$ cat config.mk
export PLATFORM = sky130hd
export DESIGN_NAME = mpp_ports
export DESIGN_NICKNAME = d
export VERILOG_FILES = /design/src/pkg/mpp_pkg.sv /design/src/hdl/mpp_ports.sv
export VERILOG_INCLUDE_DIRS = /design/src /design/src/pkg
export SDC_FILE = /design/constraint.sdc
export NUM_CORES = 1
export LEC_CHECK = 0
export BUFFER_PORTS_ARGS = -buffer_cell sky130_fd_sc_hd__buf_4
export CAP_MARGIN = 25
export CORE_MARGIN = 2
export CORE_UTILIZATION = 38
export DETAILED_ROUTE_END_ITERATION = 8
export PLACE_DENSITY = 0.83
export SLEW_MARGIN = 20
export SYNTH_ARGS = -nofsm -noshare
export SYNTH_HDL_FRONTEND = slang
export SYNTH_SLANG_ARGS = --single-unit
$ cat constraint.sdc
create_clock -name sys_clk -period 2.1 [get_ports sys_clk]
set_input_delay 0.42 -clock sys_clk [delete_from_list [all_inputs] [get_ports sys_clk]]
set_output_delay 0.42 -clock sys_clk [all_outputs]
set_load 0.01 [all_outputs]
$ cat src/pkg/mpp_params.svh
// Port block constants: register addresses, reset values, bit positions.
// Assumes an 8-bit special function register address space.
`ifndef MPP_PARAMS_SVH
`define MPP_PARAMS_SVH
// ==========================================================
// Register addresses
`define MPP_ADDR_PORT_ZERO  8'h80
`define MPP_ADDR_PORT_ONE   8'h90
`define MPP_ADDR_PORT_TWO   8'ha0
`define MPP_ADDR_PORT_THREE 8'hb0
`define MPP_ADDR_ANALOG_IN  8'hdb
`define MPP_ADDR_PORT_FOUR  8'he8
`define MPP_ADDR_PORT_FIVE  8'hf8
// ==========================================================
// Reset values and read defaults
`define MPP_LATCH_RESET     8'hff
`define MPP_READ_NONE       8'h00
// ==========================================================
// Alternate function bit positions
`define MPP_BIT_SYSTEM_CLOCK_OUT_PIN      3
`define MPP_BIT_WR          6
`define MPP_BIT_RD          7
`endif

$ cat src/pkg/mpp_pkg.sv
// Types of the parallel port block.
// Assumes the params header is included by users of the constants.
package mpp_pkg;
  typedef logic [7:0] mpp_byte_t;
  typedef struct packed {
    mpp_byte_t p0;
    mpp_byte_t p1;
    mpp_byte_t p2;
    mpp_byte_t p3;
    mpp_byte_t p4;
    mpp_byte_t p5;
    mpp_byte_t rdata;
  } mpp_state_s;
endpackage
$ cat src/hdl/mpp_ports.sv
// Six bidirectional ports, input-only analog/digital port, SFR access.
// Assumes the core supplies SFR strobes, bus cycle controls and
// alternate function outputs synchronous to sys_clk.
`timescale 1ns/1ps
`default_nettype none
`include "mpp_params.svh"

// Function
// - First port is 8-bit open-drain; released pins float as inputs.
// - Ports one to five are quasi-bidirectional with pullups, reading high.
// - External access drives low address/data on port zero, high on two.
// - Port zero drives strong ones in bus address and write data phases.
// - Port one bits 0-3 are interrupt three-six, compare and capture.
// - Port one bit 4 is interrupt two, bit 5 timer reload trigger.
// - Port one bit 6 outputs clock, bit 7 third timer count/gate.
// - Port three bits 0-1 carry serial data and transmit or shift clock.
// - Port three bits 2-3 are interrupts zero/one and timer gates.
// - Port three bits 4-5 are timer zero and one count inputs.
// - Port three bits 6-7 output external write and read strobes.
// - Reading the input-only port returns its present pin levels.
// - Input-only port needs no mode; digital read alongside converter.
// - Input-only port has no output drivers.
// - Port zero pin with latch one floats.
// - Quasi pin with latch one is pulled high by its pullup.
module mpp_ports (
  // Clock and reset
  input  wire logic           sys_clk,
  input  wire logic           reset,
  // Special function register access
  input  wire logic [7:0]     sfr_addr,
  input  wire logic           sfr_wr,
  input  wire logic           sfr_rd,
  input  wire mpp_pkg::mpp_byte_t sfr_wdata,
  output logic      [7:0]     sfr_rdata,
  // External memory cycle
  input  wire logic           ext_addr_phase,
  input  wire logic           ext_data_out,
  input  wire logic           ext_access,
  input  wire logic           ext_data_access,
  input  wire logic [15:0]    ext_addr,
  input  wire logic [7:0]     ext_wdata,
  output logic      [7:0]     ext_rdata,
  input  wire logic           ext_wr_n,
  input  wire logic           ext_rd_n,
  // Alternate function outputs from peripherals
  input  wire logic [3:0]     ccu_compare_out,
  input  wire logic           system_clock_src,
  input  wire logic           serial_data_out,
  input  wire logic           serial_txd_or_clk,
  // Alternate function inputs to peripherals
  output logic [3:0]          irq_three_ccu_chan_zero_pin,
  output logic                irq_two_pin,
  output logic                third_timer_reload_trigger,
  output logic                third_timer_count_gate_pin,
  output logic                serial_data_in,
  output logic                irq_zero_pin,
  output logic                irq_one_pin,
  output logic                timer_zero_count_pin,
  output logic                timer_one_count_pin,
  // Analog/digital input-only pins
  input  wire logic [7:0]     analog_digital_input_port,
  // Port zero pins: oe high drives, strong marks active pullup
  input  wire logic [7:0]     port_zero_in,
  output logic      [7:0]     port_zero_out,
  output logic      [7:0]     port_zero_oe,
  output logic      [7:0]     port_zero_strong,
  // Quasi-bidirectional pins: oe high drives low, pullup otherwise
  input  wire logic [7:0]     port_one_in,
  output logic      [7:0]     port_one_out,
  output logic      [7:0]     port_one_oe,
  input  wire logic [7:0]     port_two_in,
  output logic      [7:0]     port_two_out,
  output logic      [7:0]     port_two_oe,
  input  wire logic [7:0]     port_three_in,
  output logic      [7:0]     port_three_out,
  output logic      [7:0]     port_three_oe,
  input  wire logic [7:0]     port_four_in,
  output logic      [7:0]     port_four_out,
  output logic      [7:0]     port_four_oe,
  input  wire logic [7:0]     port_five_in,
  output logic      [7:0]     port_five_out,
  output logic      [7:0]     port_five_oe
);
  import mpp_pkg::*;

  mpp_state_s state_r;
  mpp_state_s state_nxt;

  // ========================================================
  // Quasi-bidirectional drive: a zero pulls low, a one uses pullup
  function automatic mpp_byte_t quasi_oe(input mpp_byte_t level);
    quasi_oe = ~level;
  endfunction

  // ========================================================
  // Register next state and read mux
  always_comb begin
    state_nxt       = state_r;
    state_nxt.rdata = `MPP_READ_NONE;
    if (sfr_wr) begin
      if (sfr_addr == `MPP_ADDR_PORT_ZERO) begin
        state_nxt.p0 = sfr_wdata;
      end else if (sfr_addr == `MPP_ADDR_PORT_ONE) begin
        state_nxt.p1 = sfr_wdata;
      end else if (sfr_addr == `MPP_ADDR_PORT_TWO) begin
        state_nxt.p2 = sfr_wdata;
      end else if (sfr_addr == `MPP_ADDR_PORT_THREE) begin
        state_nxt.p3 = sfr_wdata;
      end else if (sfr_addr == `MPP_ADDR_PORT_FOUR) begin
        state_nxt.p4 = sfr_wdata;
      end else if (sfr_addr == `MPP_ADDR_PORT_FIVE) begin
        state_nxt.p5 = sfr_wdata;
      end
    end
    // Writes to the input-only port are ignored
    if (sfr_rd) begin
      if (sfr_addr == `MPP_ADDR_PORT_ZERO) begin
        state_nxt.rdata = port_zero_in;
      end else if (sfr_addr == `MPP_ADDR_PORT_ONE) begin
        state_nxt.rdata = port_one_in;
      end else if (sfr_addr == `MPP_ADDR_PORT_TWO) begin
        state_nxt.rdata = port_two_in;
      end else if (sfr_addr == `MPP_ADDR_PORT_THREE) begin
        state_nxt.rdata = port_three_in;
      end else if (sfr_addr == `MPP_ADDR_ANALOG_IN) begin
        state_nxt.rdata = analog_digital_input_port;
      end else if (sfr_addr == `MPP_ADDR_PORT_FOUR) begin
        state_nxt.rdata = port_four_in;
      end else if (sfr_addr == `MPP_ADDR_PORT_FIVE) begin
        state_nxt.rdata = port_five_in;
      end
    end
  end

  always_ff @(posedge sys_clk) begin
    if (reset) begin
      state_r.p0    <= `MPP_LATCH_RESET;
      state_r.p1    <= `MPP_LATCH_RESET;
      state_r.p2    <= `MPP_LATCH_RESET;
      state_r.p3    <= `MPP_LATCH_RESET;
      state_r.p4    <= `MPP_LATCH_RESET;
      state_r.p5    <= `MPP_LATCH_RESET;
      state_r.rdata <= `MPP_READ_NONE;
    end else begin
      state_r <= state_nxt;
    end
  end

  assign sfr_rdata = state_r.rdata;
  assign ext_rdata = port_zero_in;

  // ========================================================
  // Port zero: open drain, or bus with strong pullup
  mpp_byte_t p0_level;
  mpp_byte_t p2_level;
  mpp_byte_t p3_level;
  mpp_byte_t p1_level;
  always_comb begin
    p0_level = ext_addr_phase ? ext_addr[7:0] : ext_wdata;
  end
  always_comb begin
    if (ext_access && (ext_addr_phase || ext_data_out)) begin
      port_zero_out    = p0_level;
      port_zero_oe     = 8'hff;
      port_zero_strong = p0_level;
    end else if (ext_access) begin
      port_zero_out    = 8'h00; // Data read phase: released
      port_zero_oe     = 8'h00;
      port_zero_strong = 8'h00;
    end else begin
      port_zero_out    = 8'h00;
      port_zero_oe     = ~state_r.p0;
      port_zero_strong = 8'h00;
    end
  end

  // ========================================================
  // Quasi ports and alternate functions
  always_comb begin
    p2_level = ext_access ? ext_addr[15:8] : state_r.p2;
    p1_level = state_r.p1;
    p1_level[3:0] = state_r.p1[3:0] & ccu_compare_out;
    p1_level[`MPP_BIT_SYSTEM_CLOCK_OUT_PIN+3] = state_r.p1[`MPP_BIT_SYSTEM_CLOCK_OUT_PIN+3]
                                  & system_clock_src;
    p3_level = state_r.p3;
    p3_level[0] = state_r.p3[0] & serial_data_out;
    p3_level[1] = state_r.p3[1] & serial_txd_or_clk;
    if (ext_data_access) begin
      p3_level[`MPP_BIT_WR] = state_r.p3[`MPP_BIT_WR] & ext_wr_n;
      p3_level[`MPP_BIT_RD] = state_r.p3[`MPP_BIT_RD] & ext_rd_n;
    end
  end

  assign port_one_out   = 8'h00;
  assign port_one_oe    = quasi_oe(p1_level);
  assign port_two_out   = 8'h00;
  assign port_two_oe    = quasi_oe(p2_level);
  assign port_three_out = 8'h00;
  assign port_three_oe  = quasi_oe(p3_level);
  assign port_four_out  = 8'h00;
  assign port_four_oe   = quasi_oe(state_r.p4);
  assign port_five_out  = 8'h00;
  assign port_five_oe   = quasi_oe(state_r.p5);

  // Alternate inputs taken from the pins
  assign irq_three_ccu_chan_zero_pin = port_one_in[3:0];
  assign irq_two_pin                 = port_one_in[4];
  assign third_timer_reload_trigger  = port_one_in[5];
  assign third_timer_count_gate_pin  = port_one_in[7];
  assign serial_data_in              = port_three_in[0];
  assign irq_zero_pin                = port_three_in[2];
  assign irq_one_pin                 = port_three_in[3];
  assign timer_zero_count_pin        = port_three_in[4];
  assign timer_one_count_pin         = port_three_in[5];
endmodule
`default_nettype wire

; After elaboration in Yosys (flattened, before gate mapping)
; Cells that the tools add are included.
[op_classes]
muxes = 13
reduce_logical = 9
n_eq_ne = 7
bitwise = 18
[op_table]
columns = cell, n
row1 = 2-to-1 mux 8 bit, 12
row2 = equality test 8 bit (second input constant), 7
row3 = inverter 8 bit, 6
row4 = AND reduction 7 bit, 1
row5 = inverter 1 bit, 6
row6 = AND reduction 6 bit, 1
row7 = bitwise AND 1 bit, 5
row8 = AND reduction 5 bit, 1
row9 = bitwise AND 4 bit, 1
row10 = AND reduction 4 bit, 1
row11 = AND reduction 3 bit, 1
row12 = 2-to-1 mux 2 bit, 1
row13 = AND reduction 2 bit, 1
row14 = OR reduction 2 bit, 1
row15 = logical AND 1 bit, 1
row16 = logical OR 1 bit, 1
[totals]
ff_bits = 56
word_cells = 54

; Depth between registers and ports, before layout
; Gate-level depths: netlist of run 1.
[depth]
word_depth = 8
mapped_depth = 9

; Least setup slack after synthesis of run 1
; Ideal clock, no wire load.
[synth_timing]
path_type = in2out
startpoint = input ext_addr_phase
endpoint = output port_zero_strong[0]
path_slack_ns = -0.029
arrival_ns = 1.709
stages = 5
path_buffers = 3
path_cell_list = clkbuf_1 > o21ai_0 > clkbuf_1 > nor2_1 > buf_4
[synth_between]
elab_chain_cells = 3
[synth_rtl]
columns = item, line
row1 = "start, declared", mpp_ports.sv:36  ; input wire logic ext_addr_phase,
row2 = logical OR 1 bit, mpp_ports.sv:162  ; if (ext_access && (ext_addr_phase || ext_data_out)) begin
row3 = logical AND 1 bit, mpp_ports.sv:162
row4 = 2-to-1 mux 8 bit (*), -
row5 = "end, declared", mpp_ports.sv:66  ; output logic [7:0] port_zero_strong,
; Every way passes the cells marked *; elsewhere a longest branch is shown, timed or not.

; Worst setup path after layout of run 1
[layout_timing]
startpoint = input sfr_addr[6]
endpoint = register state_r, in the netlist sfr_rdata[4]
[layout_between]
elab_chain_cells = 8
[layout_rtl]
columns = item, line
row1 = "start, declared", mpp_ports.sv:30  ; input wire logic [7:0] sfr_addr,
row2 = equality test 8 bit (no source line), -
row3 = 2-to-1 mux 8 bit, mpp_ports.sv:129  ; end else if (sfr_addr == `MPP_ADDR_PORT_FIVE) begin
row4 = 2-to-1 mux 8 bit, mpp_ports.sv:127  ; end else if (sfr_addr == `MPP_ADDR_PORT_FOUR) begin
row5 = 2-to-1 mux 8 bit, mpp_ports.sv:125  ; end else if (sfr_addr == `MPP_ADDR_ANALOG_IN) begin
row6 = 2-to-1 mux 8 bit, mpp_ports.sv:123  ; end else if (sfr_addr == `MPP_ADDR_PORT_THREE) begin
row7 = 2-to-1 mux 8 bit, mpp_ports.sv:121  ; end else if (sfr_addr == `MPP_ADDR_PORT_TWO) begin
row8 = 2-to-1 mux 8 bit, mpp_ports.sv:119  ; end else if (sfr_addr == `MPP_ADDR_PORT_ONE) begin
row9 = 2-to-1 mux 8 bit (*), mpp_ports.sv:117  ; if (sfr_addr == `MPP_ADDR_PORT_ZERO) begin
row10 = "end signal, assigned", mpp_ports.sv:145  ; state_r <= state_nxt;
row11 = "end, declared", mpp_ports.sv:86  ; mpp_state_s state_r;
; Marked as above.
; A chain may end at the register's enable or synchronous reset.

==> impl_metrics.yaml, run 1 <==
drt:
  via_per_inst: 4.81
  firstDrtPassIters: 4
  wirelength_um: 10000
  drc: 0
  routedWlPerCell_um: 14.1
  first_iter_violations: 105
  dr_total_vias: 3416
  ant_nets: 0
worst_setup_path:
  cp_data_arrival_time_ns: 2.02
  regToRegSetupSlack_ns: 1.30
  setup.worst_path.start_class: "input pin"
  crit_path_top_delay_cell: "or4b_4"
  r2r-start: "state_r[22]"
  critPathMostFrequentCell: "buf_4"
  cp.required_ns: 2.32
  criticalPathCategory: "in -> reg"
  rr_endpoint: "state_r[22]"
  cp_max_fo: 9
  crit_buf_inv: 2
  slowest_delay_ns: 0.57
  critPathTopFamily: "simple AND/OR/NAND/NOR gates"
  rr_worst_depth: 3
  cp_cell_sequence: "buf_4 -> or4b_4 -> or2_1 -> buf_4 -> o22ai_1 -> a21oi_1 -> o32ai_1"
  cp-end-kind: "flop"
sta:
  fin_crit_sh: 0.857
  rsz0062_at_grt: "false"
  fin_ws_ns: 0.300
  max_slew_margin: 0.649
  fmax_mhz: 556
  clock_skew_ns: 0
  hold_viol: 0
  drv_slew: 0
  setup_viol: 0
  worst_pin_slew_ns: 0.526
  post-route-min-period_ns: 1.80
clock_tree:
  clk_latency_ns: 0.30
  post-cts-setup-buffer-count: 0
  cts-root-buf: "clkbuf_8"
  cts_tree: "yes"
  postCtsHoldBufs: 0
  clock_path_buffers: 2
  cts_resized: 0
  cts.sinks: 56
  cts_max_level: 2
  cts.clk_slew.worst_paths_ns: 0.10
  cts_buffers: 5
global_route:
  grt_max_degree: 53
  grt_remaining_overflow: 0
  grt_antenna_before_repair: 0
  grtUsageTotal: 0.192
  grt_pass1_vias: 3257
  grt_pass1_wl_um: 15400
status:
  status: "completed"
yosys:
  synth_area_leaders: "dfxtp_1 (32%), buf_4 (16%), a211o_1 (8.1%)"
  synth_area_per_cell_um2: 7.95
  synth_top_area_frac: 0.323
  yosysTopAreaCell: "dfxtp_1"
  synth-edff-count: 0
  synthCells: 436
  ys_types: 39
  yosys_warnings: 0
  synthArstFlopShare: 0
  syn_area_um2: 3470
  synth_seq_area_share: 0.323
  ys_seq_elements: 56
  synthFlopType: "dfxtp_1"
cells_and_area:
  seq_area_um2: 1120
  diodes: 0
  syn_to_final_growth_pct: 39.1
  final_cells: 710
  nets: 714
  n_fill_cell: 827
  drive_above_1_share: 0.399
  final_common_cell: "buf_4"
  layout_common_cells: "buf_4 (225), dfxtp_1 (56), nor2_1 (55)"
  multiInputGateArea_um2: 1640
floorplan:
  core_um2: 8760
  io_pins: 245
  rows: 34
  start_util: 0.395
  dieArea_um2: 9900
  die_w_um: 99.5
  die_h_um: 99.5
pwr:
  p_per_area_nw_per_um2: 457
  p_leak_uw: 0.00259
  ir_worst_vdd_mv: 0.399
hold_path:
  worstHoldStart: "sfr_wdata[6]"
  whs_path_depth: 2
  hp-class: "in -> reg"
  min_to: "state_r[14]"
run:
  max_cap_viol_count: 0
placement:
  place_worst_setup_slack_ns: -0.0243
  routabilityCongestion: 0.886
  io_buffers: 204
  hpwl_um: 8180
  numPlacedInstances: 702
==> Yosys cell counts (2+ instances only) <==
cell	instances
nand2_1	18
a211oi_1	5
nor3b_1	7
inv_1	38
nor2b_1	2
mux2i_1	26
buf_1	2
nand3_1	3
buf_2	6
o22ai_1	3
nor3_1	9
dfxtp_1	56
and2_1	2
a21oi_1	33
a211o_1	32
o32ai_1	6
clkbuf_1	18
a221o_1	5
nor2_1	55
buf_6	2
o21ai_0	15
buf_4	76
==> final cells by class <==
class                           instances  area share
Timing Repair Buffer                  225       0.350
Multi-Input combinational cell        275       0.339
Sequential cell                        56       0.233
Inverter                               38      0.0296
Tap cell                              108      0.0280
Clock buffer                            6      0.0171
Clock inverter                          2     0.00286
==> sequential cells by signal (all words and copies together), names as in the netlist <==
| signal | cells |
|---|---|
| p3_level | 4 |
| state_r | 41 |
| p1_level | 3 |
| sfr_rdata | 8 |
==> metrics by stage <==
| stage | util | hold WS, ns | total power [uW] | setup TNS [ns] | cell area (um2) |
|---|---|---|---|---|---|
| floorplan | - | 0.415 | 1390 | -0.129 | 3620 |
| global placement | 0.539 | 0.433 | 1610 | -0.00632 | 4720 |
| detailed placement | 0.539 | 0.436 | 1620 | -0.176 | 4720 |
| CTS | 0.550 | 0.352 | 2230 | 0 | 4820 |
| global route | 0.550 | 0.346 | 2320 | 0 | 4820 |
| finish | 0.550 | 0.363 | 2200 | 0 | 4820 |
==> routing by layer <==
metal / vias to the layer above / wire, um / track usage
li1: 1688 / - / -
met1: 1549 / 4020 / 0.239
met2: 154 / 5010 / 0.331
met3: 25 / 748 / 0.0422
met4: 0 / 220 / 0.0611
met5: - / 0 / 0
==> where the power goes <==
part | internal [uW] | leakage [uW] | switching [uW]
combinational | 278 | 0.00208 | 251
sequential | 1060 | 0.000453 | 0.981
clock | 270 | 0.0000516 | 338
total | 1610 | 0.00259 | 589
==> worst max path at each step <==
stage	start	to	slack [ns]	cells after the start
6_report	sfr_addr[6]	sfr_rdata[4]	0.30	7
5_1_grt	ext_addr_phase	port_zero_oe[3]	0.18	5
4_1_cts	sfr_addr[6]	sfr_rdata[4]	0.30	7
3_5_place_dp	sfr_addr[6]	sfr_rdata[4]	-0.02	7
3_3_place_gp	sfr_addr[6]	state_r[14]	-0.004	5
2_1_floorplan	sfr_addr[6]	state_r[16]	-0.02	7
==> cell families (layout without fill, tap and decap cells) <==
group / Yosys count / count (layout) / share of synthesized area
compound gates: 100 / 100 / 0.199
buf+inv: 144 / 271 / 0.248
flops: 56 / 56 / 0.323
mux: 27 / 27 / 0.0816
other cells: 1 / 40 / 0.00108
simple gates: 108 / 108 / 0.147
Power figures use the tool's default switching activity.
==> run 2: changes to the inputs <==
Settings changed: PLACE_DENSITY 0.83 to unset, PLACE_DENSITY_LB_ADDON set to 0.2.
==> run 2 against run 1 <==
Against the previous run: clock power fell by 0.7%; maximum frequency fell by 0.83%; combinational power is 0.8% lower; worst hold slack lost 0.014 ns; cell area about the same; power is 0.33% lower; core utilization barely moved; die area did not move; critical path type unchanged.
==> impl_metrics.yaml, run 2 (same netlist as run 1, synthesis figures left out) <==
sta:
  drv_slew: 0
  clock_skew_ns: 0
  post-route-min-period_ns: 1.81
  fmax_mhz: 551
  hold_viol: 0
  fin_crit_sh: 0.864
  worst_pin_slew_ns: 0.531
  fin_setup_tns_ns: 0
  rsz0062_at_grt: "false"
  max_slew_margin: 0.646
  setup_viol: 0
pwr:
  clock_power_share: 0.275
  p_switching_uw: 609
  pwr-share-seq: 0.485
  p_per_area_nw_per_um2: 456
  p_int_uw: 1590
  p_leak_uw: 0.00258
  swShare: 0.277
  combPwrFrac: 0.239
  ir_worst_vdd_mv: 0.379
worst_setup_path:
  cp_max_fo: 16
  cp-end-kind: "flop"
  regToRegSetupSlack_ns: 1.31
  cp_data_arrival_time_ns: 2.04
  criticalPathCategory: "in -> reg"
  cp.required_ns: 2.33
  setup.worst_path.start_class: "input pin"
drt:
  firstDrtPassIters: 4
  dr_total_vias: 3368
  wirelength_um: 9890
  drc: 0
  via_per_inst: 4.76
  routedWlPerCell_um: 14.0
  ant_nets: 0
  first_iter_violations: 96
cells_and_area:
  syn_to_final_growth_pct: 39.0
  final_common_cell: "buf_4"
  final_cells: 708
  top_register: "state_r"
  multiInputGateArea_um2: 1640
  layout_common_cells: "buf_4 (222), dfxtp_1 (56), nor2_1 (55)"
  n_fill_cell: 845
  drive_above_1_share: 0.397
  diodes: 0
  nets: 712
  largest_reg_flops: 41
  seq_area_um2: 1120
floorplan:
  core_um2: 8760
  die_h_um: 99.5
  dieArea_um2: 9900
  io_pins: 245
  die_w_um: 99.5
  rows: 34
  start_util: 0.395
global_route:
  grt_pass1_vias: 3213
  grt_antenna_before_repair: 0
  grt_max_degree: 53
  grt_pass1_wl_um: 15400
  grt_remaining_overflow: 0
  grtUsageTotal: 0.190
status:
  status: "completed"
placement:
  hpwl_um: 7960
  routabilityCongestion: 0.836
  numPlacedInstances: 700
  io_buffers: 204
clock_tree:
  clk_latency_ns: 0.31
  cts_buffers: 5
  cts_max_level: 2
  cts_tree: "yes"
  cts_resized: 0
  post-cts-setup-buffer-count: 0
  cts-root-buf: "clkbuf_8"
  cts.clk_slew.worst_paths_ns: 0.11
  cts.sinks: 56
  clock_path_buffers: 2
  postCtsHoldBufs: 0
run:
  max_cap_viol_count: 0
hold_path:
  hp-class: "in -> reg"
## run 2: area by class of cell
| cell class | count | area share |
|---|---|---|
| repair buffers | 223 | 0.350 |
| multi-input cells | 275 | 0.340 |
| flip-flops and latches | 56 | 0.233 |
| inverters | 38 | 0.0296 |
| well taps | 108 | 0.0281 |
| clock buffers | 5 | 0.0143 |
| clock inverters | 3 | 0.00546 |
## run 2: power groups by stage
stage,Sequential (uW),Combinational [uW],Clock (uW)
detailed placement,1090,526,0
floorplan,1090,302,0
finish,1060,525,604
global placement,1090,519,0
CTS,1060,527,633
global route,1070,569,683
## run 2: through the flow
stage | hold WS [ns] | cell area, um2 | worst slack [ns] | util | total power [uW]
3_5_place_dp | 0.440 | 4720 | -0.0686 | 0.539 | 1610
3_3_place_gp | 0.434 | 4720 | -0.0324 | 0.539 | 1610
2_1_floorplan | 0.415 | 3620 | -0.0156 | - | 1390
5_1_grt | 0.331 | 4820 | 0.165 | 0.550 | 2320
6_report | 0.348 | 4820 | 0.285 | 0.550 | 2190
4_1_cts | 0.340 | 4820 | 0.248 | 0.550 | 2220
## run 2: layer usage
layer	up-vias	share of wire	global-route usage	routed length (um)
li1	1688	-	-	-
met1	1539	0.41	0.228	4060
met2	134	0.51	0.345	5060
met3	7	0.072	0.0478	711
met4	0	0.0062	0.0348	61
met5	-	0	0	0
## run 2: worst paths after layout
path / cells past startpoint / endpoint / from
setup / recovery: 8 / state_r[48] / sfr_addr[6]
hold reg to reg: 2 / state_r[32] / state_r[32]
hold / removal: 2 / state_r[11] / sfr_wdata[3]
setup reg to reg: 3 / state_r[8] / state_r[8]
## run 2: critical path, cell delays in order
cell     delay [ns]
buf_4          0.12
or4b_4         0.56
nor4_1         0.27
buf_4          0.18
nor2b_1        0.12
buf_4          0.19
a21oi_1        0.08
o21ai_0        0.10
==> run 3: changes to the inputs <==
Settings changed: ABC_AREA set to 1.
==> run 3 against run 2 <==
Against the previous run: worst hold slack worse by 0.026 ns; sequential power hardly changed; count of clock-buffer cells in the layout is 1 higher; sequential share of layout area is 0.24 points lower; sequential cell count stayed put; die area is 3.3% higher; area after synthesis is 3.4% higher; routed wire length is 6.1% higher; combinational power is 2% lower; register-to-register slack better by 0.17 ns; clock skew stayed put; largest cell class is now multi-input combinational cells.
==> impl_metrics.yaml, run 3 <==
hold_path:
  hp-class: "in -> reg"
  worstHoldStart: "sfr_wdata[5]"
  min_to: "state_r[21]"
  whs_path_depth: 3
global_route:
  grt_pass1_wl_um: 15700
  grt_remaining_overflow: 0
  grt_pass1_vias: 3207
  grt_max_degree: 41
  grt_antenna_before_repair: 0
  grtUsageTotal: 0.195
cells_and_area:
  nets: 748
  final_common_cell: "buf_4"
  diodes: 0
  layout_common_cells: "buf_4 (207), nand2_1 (76), dfxtp_1 (56)"
  top_register: "state_r"
  drive_above_1_share: 0.407
  syn_to_final_growth_pct: 35.7
  largest_reg_flops: 41
yosys:
  yosysMostFrequentCell: "buf_4"
  synth_common_cells: "buf_4 (77), nand2_1 (76), dfxtp_1 (56)"
  yosysTopAreaCell: "dfxtp_1"
  synth_top_area_frac: 0.313
  synth_area_per_cell_um2: 7.58
  synth_seq_area_share: 0.313
  yosys_warnings: 0
  synthFlopType: "dfxtp_1"
  synth_area_leaders: "dfxtp_1 (31%), buf_4 (16%), nand2_1 (8.0%)"
  synthCells: 473
  synth-edff-count: 0
  synthArstFlopShare: 0
  ys_types: 28
  syn_area_um2: 3580
  ys_seq_elements: 56
worst_setup_path:
  cp-end-kind: "output port"
  rr_endpoint: "state_r[52]"
  cp.required_ns: 1.68
  r2r-start: "state_r[52]"
  setup.worst_path.start_class: "input pin"
  rr_worst_depth: 2
  cp_data_arrival_time_ns: 1.22
  criticalPathCategory: "in -> out"
  cp_max_fo: 17
  regToRegSetupSlack_ns: 1.48
placement:
  hpwl_um: 8490
  routabilityCongestion: 0.885
  place_worst_setup_slack_ns: 0.396
  io_buffers: 204
pwr:
  ir_worst_vdd_mv: 0.283
  p_total_uw: 2320
  p_per_area_nw_per_um2: 477
  p_leak_uw: 0.00286
floorplan:
  io_pins: 245
  rows: 35
  start_util: 0.390
  core_um2: 9200
  dieArea_um2: 10200
  die_w_um: 101
  die_h_um: 101
clock_tree:
  clock_path_buffers: 2
  postCtsHoldBufs: 0
  cts_resized: 0
  cts_buffers: 5
  cts.sinks: 56
  cts-root-buf: "clkbuf_8"
  cts_max_level: 2
  clk_latency_ns: 0.30
  cts_tree: "yes"
  post-cts-setup-buffer-count: 0
  cts.clk_slew.worst_paths_ns: 0.10
sta:
  drv_slew: 0
  clock_skew_ns: 0
  fin_crit_sh: 0.781
  hold_viol: 0
  setup_viol: 0
  fmax_mhz: 610
  fin_ws_ns: 0.460
  rsz0062_at_grt: "false"
  fin_setup_tns_ns: 0
  post-route-min-period_ns: 1.64
drt:
  dr_total_vias: 3513
  firstDrtPassIters: 4
  drc: 0
  first_iter_violations: 106
  routedWlPerCell_um: 14.1
  via_per_inst: 4.70
  wirelength_um: 10500
  ant_nets: 0
run:
  max_cap_viol_count: 0
status:
  status: "completed"
run 3: changes by cell type after synthesis, sizes merged, moves of 8 or more:
cell / change
nand3: +29
nor2: -20
inv: +22
nor3: -9
a211o: -32
mux2i: -18
clkbuf: -14
nand2: +65
mux2: +8
o211ai: +41
o21ai: +9
a21oi: -8
run 3: worst max path at each step:
| stage | startpoint | end | slack, ns |
|---|---|---|---|
| detailed placement | sfr_addr[4] | state_r[17] | 0.40 |
| finish | ext_access | port_zero_strong[2] | 0.46 |
| global placement | sfr_addr[4] | state_r[17] | 0.45 |
| global route | ext_access | port_zero_strong[2] | 0.30 |
| floorplan | ext_addr_phase | port_zero_strong[0] | 0.32 |
| CTS | ext_access | port_zero_strong[0] | 0.44 |
run 3: kinds of logic (layout without fill, tap and decap cells):
logic type,after synthesis,in the layout,synth area share
mux,16,16,0.0475
other cells,1,40,0.00105
flops,56,56,0.313
compound gates,91,91,0.170
simple gates,158,158,0.216
buf+inv,151,275,0.253
run 3: critical path, stage by stage:
cell     delay, ns
buf_4         0.21
o21ai_1       0.12
inv_1         0.20
nand2_1       0.08
inv_1         0.08
buf_4         0.12
run 3: area by class of cell:
class / instances / area, um2
multi-input cells: 305 / 1700
flip-flops and latches: 56 / 1120
clock buffers: 6 / 82.6
fillers: 940 / 4330
repair buffers: 207 / 1550
inverters: 60 / 228
well taps: 111 / 139
clock inverters: 2 / 38.8
run 3: layer usage:
layer	vias to the layer above	global-route usage	share of wire
met5	-	0	0
met2	145	0.337	0.49
met3	10	0.0395	0.068
li1	1766	-	-
met4	0	0.0353	0.012
met1	1592	0.253	0.43
run 3: through the flow:
step | utilization | std cells | hold WS (ns) | cell area, um2
6_report | 0.529 | 747 | 0.322 | 4870
3_3_place_gp | 0.516 | 739 | 0.460 | 4740
4_1_cts | 0.529 | 747 | 0.320 | 4870
3_5_place_dp | 0.516 | 739 | 0.460 | 4740
2_1_floorplan | - | 512 | 0.433 | 3730
5_1_grt | 0.529 | 747 | 0.311 | 4870
run 3: report_power, final:
group          switching, uW  total [uW]  leakage, uW  internal [uW]
logic                    256         514      0.00235            259
registers               1.31        1070     0.000453           1060
clock network            349         739    0.0000614            390
total                    606        2320      0.00286           1710
